===== src/hrc_pkg.sv =====
// Purpose: shared constants and types for the host remote command parser
// Assumes: byte stream from the usb data interface arrives one byte per valid strobe
// Notes:   key indices are the codes presented to the keypad logic
package hrc_pkg;
   localparam logic [7:0] ESC_BYTE   = 8'h1B;
   localparam logic [7:0] CR_BYTE    = 8'h0D;
   localparam logic [7:0] CTRL_B     = 8'h02;
   localparam logic [7:0] CTRL_P     = 8'h10;
   localparam logic [7:0] CLASS_KEY  = 8'h54; // 'T'
   localparam logic [7:0] CLASS_OUT  = 8'h41; // 'A'
   localparam logic [7:0] CLASS_SPC  = 8'h53; // 'S'
   localparam logic [7:0] ASCII_ZERO = 8'h30;
   localparam logic [7:0] ASCII_NINE = 8'h39;
   localparam int         CODE_DIGITS = 4;

   // virtual key indices
   localparam logic [4:0] KEY_DIGIT0  = 5'h00; // digits 0..9 are 0x00..0x09
   localparam logic [4:0] KEY_CLEAR   = 5'h0A;
   localparam logic [4:0] KEY_SIGN    = 5'h0B;
   localparam logic [4:0] KEY_DOT     = 5'h0C;
   localparam logic [4:0] KEY_ENTER   = 5'h0D;
   localparam logic [4:0] KEY_AXIS1   = 5'h0E; // axis 1..3 follow
   localparam logic [4:0] KEY_SOFT1   = 5'h11; // soft 1..4 follow
   localparam logic [4:0] KEY_LEFT    = 5'h15;
   localparam logic [4:0] KEY_RIGHT   = 5'h16;
   localparam logic [4:0] KEY_UP      = 5'h17;
   localparam logic [4:0] KEY_DOWN    = 5'h18;

   // codes as a 14-bit binary value of the four decimal digits
   localparam logic [13:0] CODE_ID     = 14'h0000;
   localparam logic [13:0] CODE_POS    = 14'h00C8; // 200
   localparam logic [13:0] CODE_RESET  = 14'h0000;
   localparam logic [13:0] CODE_LOCK   = 14'h0001;
   localparam logic [13:0] CODE_UNLOCK = 14'h0002;

   typedef struct packed {
      logic       valid;
      logic [7:0] data;
   } hrc_byte_t;

   typedef struct packed {
      logic       key_press;
      logic [4:0] key_code;
      logic       send_ident;
      logic       send_position;
      logic       send_screen;
      logic       device_reset;
   } hrc_cmd_t;
endpackage : hrc_pkg


===== src/hrc_key_decode.sv =====
// Purpose: map a key-class frame code onto a virtual key index
// Assumes: code is the binary value of the four decimal digits
// Notes:   purely combinational; unassigned codes give hit low
`timescale 1ns/100ps
module hrc_key_decode
   import hrc_pkg::*;
(
   input  wire logic [13:0] code,
   output logic             hit,
   output logic [4:0]       key
);
   // one lookup table; 0103 and gaps stay unassigned
   always_comb begin
      hit = 1'b1;
      key = KEY_DIGIT0;
      if (code <= 14'h0009) begin
         key = code[4:0];                                       // [RULE4]
      end else begin
         unique case (code)
            14'h0064: key = KEY_CLEAR;                          // [RULE5]
            14'h0065: key = KEY_SIGN;                           // [RULE5]
            14'h0066: key = KEY_DOT;                            // [RULE5]
            14'h0068: key = KEY_ENTER;                          // [RULE5]
            14'h006D: key = KEY_AXIS1;                          // [RULE6]
            14'h006E: key = 5'(KEY_AXIS1 + 5'h01);              // [RULE6]
            14'h006F: key = 5'(KEY_AXIS1 + 5'h02);              // [RULE6]
            14'h0072: key = KEY_SOFT1;                          // [RULE7]
            14'h0073: key = 5'(KEY_SOFT1 + 5'h01);              // [RULE7]
            14'h0074: key = 5'(KEY_SOFT1 + 5'h02);              // [RULE7]
            14'h0075: key = 5'(KEY_SOFT1 + 5'h03);              // [RULE7]
            14'h0087: key = KEY_LEFT;                           // [RULE8]
            14'h0088: key = KEY_RIGHT;                          // [RULE8]
            14'h0089: key = KEY_UP;                             // [RULE8]
            14'h008A: key = KEY_DOWN;                           // [RULE8]
            default:  hit = 1'b0;                               // [RULE16]
         endcase
      end
   end
endmodule : hrc_key_decode


===== src/hrc_parser.sv =====
// Purpose: parse remote command frames arriving over the usb data interface
// Assumes: bytes come from same-clock logic, one per rx.valid cycle
// Notes:   command outputs are one-cycle pulses from flip-flops; lock is a level
//          frame assembly and command decode are two separate state groups
`timescale 1ns/100ps
// What this block does
// RULE1: escape, T, four digits, carriage return presses the addressed key.
// RULE2: escape, A, four digits, carriage return requests output to the host.
// RULE3: escape, S, four digits, carriage return is a special-function request.
// RULE4: key codes 0000 to 0009 press the matching numeric key.
// RULE5: 0100 clear, 0101 sign change, 0102 decimal point, 0104 enter; 0103 nothing.
// RULE6: 0109, 0110, 0111 press axis keys one, two and three.
// RULE7: 0114 to 0117 press soft keys one to four in order.
// RULE8: 0135 to 0138 press left, right, up and down arrows.
// RULE9: output code 0000 sends identification.
// RULE10: output code 0200 sends the actual axis positions.
// RULE11: special code 0000 resets the device.
// RULE12: special 0001 locks the local keypad and 0002 releases it.
// RULE13: a bare Ctrl-B sends the current position, a bare Ctrl-P a screen capture.
// RULE14: commands and replies travel only over the usb data interface.
// RULE15: escape is 0x1B, carriage return 0x0D, Ctrl-B 0x02, Ctrl-P 0x10.
// RULE16: a malformed or unknown frame is dropped with no effect and parsing waits for escape.
// RULE17: an escape byte restarts frame assembly at any point.
module hrc_parser
   import hrc_pkg::*;
(
   input  wire logic            clk_sys,
   input  wire logic            rstn,
   input  wire hrc_pkg::hrc_byte_t rx,
   input  wire logic            local_key_valid,
   input  wire logic [4:0]      local_key_code,
   output hrc_pkg::hrc_cmd_t    cmd,
   output logic                 keypad_locked,
   output logic                 key_out_valid,
   output logic [4:0]           key_out_code
);
   import hrc_pkg::*;

   typedef enum logic [3:0] {
      ST_IDLE  = 4'b0001,
      ST_CLASS = 4'b0010,
      ST_DIGIT = 4'b0100,
      ST_CR    = 4'b1000
   } hrc_state_t;

   hrc_state_t  state_r, state_nxt;
   logic [7:0]  class_r, class_nxt;
   logic [13:0] code_r, code_nxt;
   logic [1:0]  cnt_r, cnt_nxt;
   hrc_cmd_t    cmd_r, cmd_nxt;
   logic        lock_r, lock_nxt;
   logic        key_hit;
   logic [4:0]  key_idx;
   logic        is_digit;
   logic [13:0] code_acc;
   // decode helpers shared by the frame and command groups
   logic        take_esc;
   logic        take_byte;
   logic        at_idle;
   logic        frame_end;
   logic        class_ok;
   logic        is_key;
   logic        is_out;
   logic        is_spc;
   logic        code_id;
   logic        code_pos;
   logic        code_reset;
   logic        code_lock;
   logic        code_unlock;
   logic        ctrl_pos;
   logic        ctrl_screen;

   hrc_key_decode u_key (
      .code (code_r),
      .hit  (key_hit),
      .key  (key_idx)
   );

   assign is_digit = (rx.data >= ASCII_ZERO) && (rx.data <= ASCII_NINE);
   // decimal accumulate; four digits at most fit 14 bits
   assign code_acc = 14'(code_r * 14'd10) + 14'(rx.data - ASCII_ZERO);

   // byte qualifiers; escape beats everything so a frame can always restart
   assign take_esc  = rx.valid && (rx.data == ESC_BYTE);          // [RULE15] [RULE17]
   assign take_byte = rx.valid && (rx.data != ESC_BYTE);
   assign at_idle   = (state_r == ST_IDLE);
   // a frame ends only on carriage return in the closing slot
   assign frame_end = take_byte && (state_r == ST_CR) && (rx.data == CR_BYTE); // [RULE16]

   // class letters, held one for the frame and one for the byte in flight
   assign is_key    = (class_r == CLASS_KEY);                     // [RULE1]
   assign is_out    = (class_r == CLASS_OUT);                     // [RULE2]
   assign is_spc    = (class_r == CLASS_SPC);                     // [RULE3]
   assign class_ok  = (rx.data == CLASS_KEY) || (rx.data == CLASS_OUT) ||
                      (rx.data == CLASS_SPC);                     // [RULE1] [RULE2] [RULE3]

   // fixed command codes for the output and special classes
   assign code_id     = (code_r == CODE_ID);                      // [RULE9]
   assign code_pos    = (code_r == CODE_POS);                     // [RULE10]
   assign code_reset  = (code_r == CODE_RESET);                   // [RULE11]
   assign code_lock   = (code_r == CODE_LOCK);                    // [RULE12]
   assign code_unlock = (code_r == CODE_UNLOCK);                  // [RULE12]

   // bare control characters; inside a frame they are just bad bytes
   assign ctrl_pos    = take_byte && at_idle && (rx.data == CTRL_B); // [RULE13] [RULE15]
   assign ctrl_screen = take_byte && at_idle && (rx.data == CTRL_P); // [RULE13] [RULE15]

   // frame assembly: escape, class, four digits, closing byte
   always_comb begin
      state_nxt = state_r;
      class_nxt = class_r;
      code_nxt  = code_r;
      cnt_nxt   = cnt_r;
      if (take_esc) begin
         state_nxt = ST_CLASS;                                    // [RULE17]
         code_nxt  = '0;
         cnt_nxt   = '0;
      end else if (take_byte) begin
         unique case (state_r)
            ST_IDLE: state_nxt = ST_IDLE;                         // stray bytes wait for escape
            ST_CLASS: begin
               class_nxt = rx.data;
               state_nxt = class_ok ? ST_DIGIT : ST_IDLE;         // [RULE16]
            end
            ST_DIGIT: begin
               if (is_digit) begin
                  code_nxt = code_acc;
                  cnt_nxt  = 2'(cnt_r + 2'd1);
                  if (cnt_r == 2'(CODE_DIGITS - 1)) state_nxt = ST_CR;
               end else begin
                  state_nxt = ST_IDLE;                            // [RULE16]
               end
            end
            ST_CR: state_nxt = ST_IDLE;                           // closing byte ends every frame
            default: state_nxt = ST_IDLE;
         endcase
      end
   end

   // frame registers; a stale code cannot leak because escape clears it
   always_ff @(posedge clk_sys or negedge rstn) begin
      if (!rstn) begin
         state_r <= ST_IDLE;
         class_r <= 8'h00;
         code_r  <= 14'h0000;
         cnt_r   <= 2'h0;
      end else begin
         state_r <= state_nxt;
         class_r <= class_nxt;
         code_r  <= code_nxt;
         cnt_r   <= cnt_nxt;
      end
   end

   // command decode; every command is a one-cycle pulse, the lock a level
   always_comb begin
      cmd_nxt  = '0;
      lock_nxt = lock_r;
      cmd_nxt.send_position = ctrl_pos;                           // [RULE13]
      cmd_nxt.send_screen   = ctrl_screen;                        // [RULE13]
      if (frame_end) begin
         if (is_key && key_hit) begin
            cmd_nxt.key_press = 1'b1;                             // [RULE1]
            cmd_nxt.key_code  = key_idx;                          // decoded key index
         end
         if (is_out) begin
            cmd_nxt.send_ident    = code_id;                      // [RULE9] [RULE2]
            cmd_nxt.send_position = code_pos;                     // [RULE10]
         end
         if (is_spc) begin
            cmd_nxt.device_reset = code_reset;                    // [RULE11] [RULE3]
            if (code_lock)   lock_nxt = 1'b1;                     // [RULE12]
            if (code_unlock) lock_nxt = 1'b0;                     // [RULE12]
         end
         // any other code falls through with no effect [RULE16]
      end
   end

   // command and lock registers; the lock holds until reset or a release frame
   always_ff @(posedge clk_sys or negedge rstn) begin
      if (!rstn) begin
         cmd_r  <= '0;
         lock_r <= 1'b0;
      end else begin
         cmd_r  <= cmd_nxt;
         lock_r <= lock_nxt;
      end
   end

   // keypad merge: remote presses always pass, local ones only while unlocked
   logic       kv_nxt, kv_r;
   logic [4:0] kc_nxt, kc_r;
   always_comb begin
      kv_nxt = 1'b0;
      kc_nxt = kc_r;
      if (cmd_r.key_press) begin                              // [RULE1]
         kv_nxt = 1'b1;
         kc_nxt = cmd_r.key_code;
      end else if (local_key_valid && !lock_r) begin          // [RULE12]
         kv_nxt = 1'b1;
         kc_nxt = local_key_code;
      end
   end

   always_ff @(posedge clk_sys or negedge rstn) begin
      if (!rstn) begin
         kv_r <= 1'b0;
         kc_r <= 5'h00;
      end else begin
         kv_r <= kv_nxt;
         kc_r <= kc_nxt;
      end
   end

   assign cmd           = cmd_r;   // replies go back over the usb path [RULE14]
   assign keypad_locked = lock_r;
   assign key_out_valid = kv_r;
   assign key_out_code  = kc_r;
endmodule : hrc_parser


===== config.mk =====
export PLATFORM = sky130hd
export DESIGN_NAME = hrc_parser
export DESIGN_NICKNAME = d
export VERILOG_FILES = /design/src/hrc_pkg.sv /design/src/hrc_key_decode.sv /design/src/hrc_parser.sv
export SDC_FILE = /design/constraint.sdc
export NUM_CORES = 1
export LEC_CHECK = 0
export ABC_AREA = 0
export BUFFER_PORTS_ARGS = -buffer_cell sky130_fd_sc_hd__clkbuf_2
export CAP_MARGIN = 0
export CORE_MARGIN = 4
export CORE_UTILIZATION = 54
export CTS_CLUSTER_SIZE = 40
export DETAILED_ROUTE_END_ITERATION = 8
export HOLD_SLACK_MARGIN = 0.08
export PLACE_DENSITY = 0.79
export SLEW_MARGIN = 40
export SYNTH_ARGS = -nofsm -noshare
export SYNTH_HDL_FRONTEND = slang
export SYNTH_SLANG_ARGS = --single-unit

===== constraint.sdc =====
create_clock -name clk_sys -period 3.3 [get_ports clk_sys]
set_input_delay 0.165 -clock clk_sys [delete_from_list [all_inputs] [get_ports clk_sys]]
set_output_delay 0.165 -clock clk_sys [all_outputs]
set_load 0.005 [all_outputs]

== Yosys cells after proc, flatten, opt, wreduce, memory -nomap -nowiden ==
Cells that the tools add are included.
Storage, ports and cells
  register bits: 45
  input bits: 17
  output and inout port bits: 17
  word-level logic and storage cells: 109
Cells by class
  $add $sub $neg: 3
  multiply operators: 1
  magnitude comparators: 3
  eq/ne operators: 35
  mux-type cells: 29
  bitwise logic cells: 1
  reduce and logical (&&, ||, !) cells: 24
Operator list (number)
  == test 14 x 7 -> 1 bit, second input constant: 11
  case mux 5 bit (15 select lines): 1
  == test 14 x 8 -> 1 bit, second input constant: 5
  2-to-1 mux 14 bit: 4
  == test 8 x 7 -> 1 bit, second input constant: 6
  == test 8 x 5 -> 1 bit, second input constant: 2
  2-to-1 mux 4 bit: 4
  2-to-1 mux 5 bit: 3
  OR reduction 15 bit: 1
  adder 14 bit: 1
  == test 14 x 1 -> 1 bit, second input constant: 1
  == test 14 x 2 -> 1 bit, second input constant: 1
  <= comparator 14 x 4 -> 1 bit, second input constant: 1
  logical NOT 14 bit: 1
  multiplier 14 x 3 -> 13 bit, second input constant: 1
  logical AND 1 bit: 10
  2-to-1 mux 2 bit: 5
  nonzero test 2 bit: 5
  AND reduction 3 bit: 3
  subtractor 8 x 6 -> 9 bit, second input constant: 1
  == test 8 x 2 -> 1 bit, second input constant: 1
  == test 8 x 4 -> 1 bit, second input constant: 1
  >= comparator 8 x 6 -> 1 bit, second input constant: 1
  <= comparator 8 x 6 -> 1 bit, second input constant: 1
  other kinds (17): 25

== Longest topological paths before layout ==
  word-level depth: 7
  mapped depth: 14
  gate-level depth less buffers: 14

== Modules after synthesis ==
From an unflattened synthesis, not the netlist that was laid out.
Unflattened totals
  cell total of the unflattened synthesis: 377
  area, all modules: 3500.9 um^2
By module, submodules not included
  hrc_parser: times used 1, cells each 298, area an instance 3002.9 um^2, seq. area each 1127.3 um^2
  hrc_key_decode: times used 1, cells each 79, area an instance 498.0 um^2, seq. area each 0.0 um^2

== Least setup slack after synthesis ==
Ideal clock, no wire load.
  kind: reg-to-reg
  start: register code_r[3]
  end: register code_r[13]
  setup time: 119 ps
  arrival time: 3053 ps
  required time: 3181 ps
  setup slack: 128 ps
  stages on the path, launching flop included: 14
  path buffers: 0
  clock period less this slack: 3172 ps
  cell sequence: dfrtp_1 ha_1 ha_1 fa_1 a21o_1 a21oi_1 xnor2_1 ha_1 a2111oi_0 nand2_1 nand4_1 a31o_2 xnor2_1 o21ai_2
Between the ends
  cells in the longest elaborated chain, start to end: 6
Ends and longest elaborated chain
  from (decl): line hrc_parser.sv:48  | logic [13:0] code_r, code_nxt;
  from (signal assigned): line hrc_parser.sv:150  | code_r <= code_nxt;
  multiplier 14 x 3 -> 13 bit: line hrc_parser.sv:81  | assign code_acc = 14'(code_r * 14'd10) + 14'(rx.data - ASCII_ZERO);
  adder 14 bit: line hrc_parser.sv:81
  2-to-1 mux 14 bit: line hrc_parser.sv:126  | if (is_digit) begin
  2-to-1 mux 14 bit: line hrc_parser.sv:119  | unique case (state_r)
  2-to-1 mux 14 bit: line hrc_parser.sv:118  | end else if (take_byte) begin
  2-to-1 mux 14 bit: line hrc_parser.sv:114  | if (take_esc) begin
Every way passes these cells. The select of a mux whose other input is x is not followed.
A chain may end at the register's enable or synchronous reset.

== Worst setup path in the final report ==
  start: register code_r[4]
  end: register code_r[12]
Same word-level chain as after synthesis.

==> metrics.md <==
| Metric | Value |
|---|---|
| P_leak | 0.00192 µW |
| Headroom to the max-slew limit | 56.5% |
| Tot Pwr | 1030 µW |
| Flop-to-flop setup slack | 0.06 ns |
| EDFF count, synth | 0 |
| CTS Buf Count | 5 |
| Die area | 7820 µm² |
| Vias in the first global route | 2876 |
| Pin count of the biggest net entering global routing | 27 |
| Worst skew pair latency | 0.31 ns |
| Total Wirelength | 7980 µm |
| Final critical-path share of the clock period | 98.1% |
| Setup Viol. Count Final | 0 |
| Fraction of layout cells with a size suffix above 1 | 24.2% |
| Worst R2R End | code_r[12]$_DFFE_PN0P_ |
| Synthesized flop and latch total | 45 |
| Clock skew | 0.00899 ns |
| WP data arrival | 3.44 ns |
| Most frequent cells in the layout | dfrtp_1, nand2_1, clkbuf_2 |
| Fin crit period | 3.24 ns |
| Drt via density | 6.08 |
| CP Class | reg -> reg |
| Core Area | 6310 µm² |
| # IOs | 34 |
| Mean Syn Cell Area | 9.08 µm² |
| Hold Crit Depth | 2 |
| Initial core utilization | 55.4% |
| Worst Path Max Fanout | 9 |
| Syn Std Cell Area | 3490 µm² |
| Seq/Total Area, Yosys | 32.3% |
| WHS Endpoint | state_r[3]$_DFFE_PN0P_ |
| Drt pass-1 iters | 5 |
| Number of max-cap violations | 0 |
| GRT Total Usage | 21.3% |
| Crit path capture type | register |
| 1st-iter DRT viols | 184 |
| HPWL after DPL | 6110 µm |
| Outcome | complete, no violations |
| Hold WC Path Type | in -> reg |
| Hold WS | 0.114 ns |
| Gr ovfl total | 0 |
| Clock Sinks | 45 |
| CP Cell Sequence | buf_4 > ha_1 > ha_4 > o21ai_1 > o21ai_1 > a21oi_2 > xnor2_2 > ha_1 > a21o_1 > or3_1 > o211a_1 > xnor2_2 > o21ai_2 |
| Leading cell type in the layout, fill and taps excluded | dfrtp_1 |
| Startpoint types | register |
| Fillcell total | 523 |
| Die W | 88.4 µm |
| RSZ-0062 raised after global routing | no |
| I/O Buffers | 33 |
| DRC viols | 0 |
| Final Max Tran Viols | 0 |
| Prevailing post-synth register cell | dfrtp_1 |
| Routability congestion estimate | 0.865 |
| Largest cells by area after synthesis | dfrtp_1, ha_1, nand2_1 |
| Endpoints failing hold | 0 |
| Syn Nets | 440 |
| CP max-delay cell | dfrtp_1 |
| Hold path startpoint | rx[8] |
| R2R depth | 13 |
| H-tree depth | 2 |
| Pwr Density | 258 nW/µm² |
| Cells after Synth | 385 |
| Num rows | 29 |
| Max stage delay on crit path | 0.38 ns |
| Worst Path Required | 3.50 ns |
| Max VDD drop | 0.198 mV |
| Synth warnings | 0 |
| CTS max path bufs | 2 |
| CTS tree | built |
| Initial antenna violation count | 0 |
| Asr flop ratio synth | 100% |
| # diodes | 0 |
| Cell variety after synth | 61 |
| Slew @ Worst Pin | 0.653 ns |
| Area leader, netlist | dfrtp_1 |
| Area grow syn2layout | 14.2% |
| Global-route wire length before repair | 13200 µm |
| Fin nets | 480 |
| FF-to-FF Start | code_r[4]$_DFFE_PN0P_ |
| CTS clock-pin slew for the worst setup and hold paths | 0.09 ns |
| Wire per inst | 15.9 µm |
| Die Height | 88.4 µm |
| Antenna viol nets, final | 0 |
| Via count | 3056 |
| Area share of the largest cell type after synthesis | 31.5% |
| Max frequency | 0.309 GHz |
| Root buf cell | clkbuf_8 |
-- sequential cells by signal, indices dropped and copies added (netlist names) --
name	cells
state_r	4
key_out_code	5
key_out_valid	1
keypad_locked	1
class_r	8
cmd	10
cnt_r	2
code_r	14
-- layout make-up --
cell class,count,area [µm²],area share (%)
Clock inverter,3,21.3,0.533
Tap cell,77,96.3,2.41
Multi-Input combinational cell,304,2310,58.0
Timing Repair Buffer,49,288,7.21
Clock buffer,5,68.8,1.72
Inverter,20,75.1,1.88
Sequential cell,45,1130,28.3
-- cells in the mapped netlist, drive strengths merged (4+ instances only) --
library cell and number:
dfrtp 44, nand2 42, ha 36, o21ai 33, a21oi 26, nor2 25, inv 19, xnor2 15
nor3 14, nand4 11, buf 9, xor2 9, clkbuf 7, a21o 6, mux2 6, mux2i 6
or3 6, a211oi 5, nand4b 5, o22ai 5, nand3 4, nor2b 4, o31ai 4
-- per-layer routing --
metal	up-vias	share of wire [%]	global-route usage, %
li1	1487	-	-
met4	0	1.9	5.36
met1	1443	43	27.5
met5	-	0	0
met2	110	49	37.5
met3	16	5.5	3.35
-- critical path: cells and delay by family (launching register included) --
kind / cells / cell delay, ns
flip-flops: 1 / 0.38
AND/OR/NAND/NOR: 1 / 0.30
XOR/XNOR: 2 / 0.34
adder cells (fa/ha/maj): 3 / 0.98
buffers and inverters: 1 / 0.17
AO/OA/AOI/OAI: 6 / 0.95
-- logic make-up (layout without fill, tap and decap cells) --
group,after synthesis,in the layout,share of synthesized area (%)
AOI/OAI and AO/OA,101,101,19.3
xor gates and xnor gates,24,24,6.02
adders and majority gates,38,38,14.0
buffers and inverters,36,77,4.51
DFF,45,45,32.3
muxes,12,12,3.65
and+or+nand+nor,129,129,20.2
-- timing repair --
item,CTS,global route
hold buffers,1,0
pin swaps,2,11
endpoints found under the hold margin,19,0
setup endpoints to repair,3,5
setup buffers,0,3
gates resized for setup,6,14
-- through the flow --
step	std cells	setup slack [ns]	TNS, ns	area, µm²	utilization, %
after floorplan	385	0.128	0	3490	-
after global placement	491	0.0993	0	3760	59.6
after detailed placement	491	-0.0731	-0.114	3760	59.6
after CTS	500	0.00744	0	3880	61.5
after global routing	503	0.0186	0	3990	63.2
final	503	0.0630	0	3990	63.2
-- power by group --
part	switching [µW]	internal [µW]	leakage, µW
combinational	64.0	43.5	0.00126
clock	204	150	0.0000445
sequential	5.47	561	0.000612
total	274	755	0.00192
-- worst max-delay path by stage --
stage                           from                      to  slack (ns)
3_3_place_gp   code_r[3]$_DFFE_PN0P_  code_r[13]$_DFFE_PN0P_         0.1
2_1_floorplan  code_r[3]$_DFFE_PN0P_  code_r[13]$_DFFE_PN0P_        0.13
4_1_cts        code_r[3]$_DFFE_PN0P_  code_r[13]$_DFFE_PN0P_       0.007
6_report       code_r[4]$_DFFE_PN0P_  code_r[12]$_DFFE_PN0P_        0.06
3_5_place_dp   code_r[3]$_DFFE_PN0P_  code_r[12]$_DFFE_PN0P_       -0.07
5_1_grt        code_r[3]$_DFFE_PN0P_  code_r[12]$_DFFE_PN0P_        0.02
(Power assumes the default switching activity.)
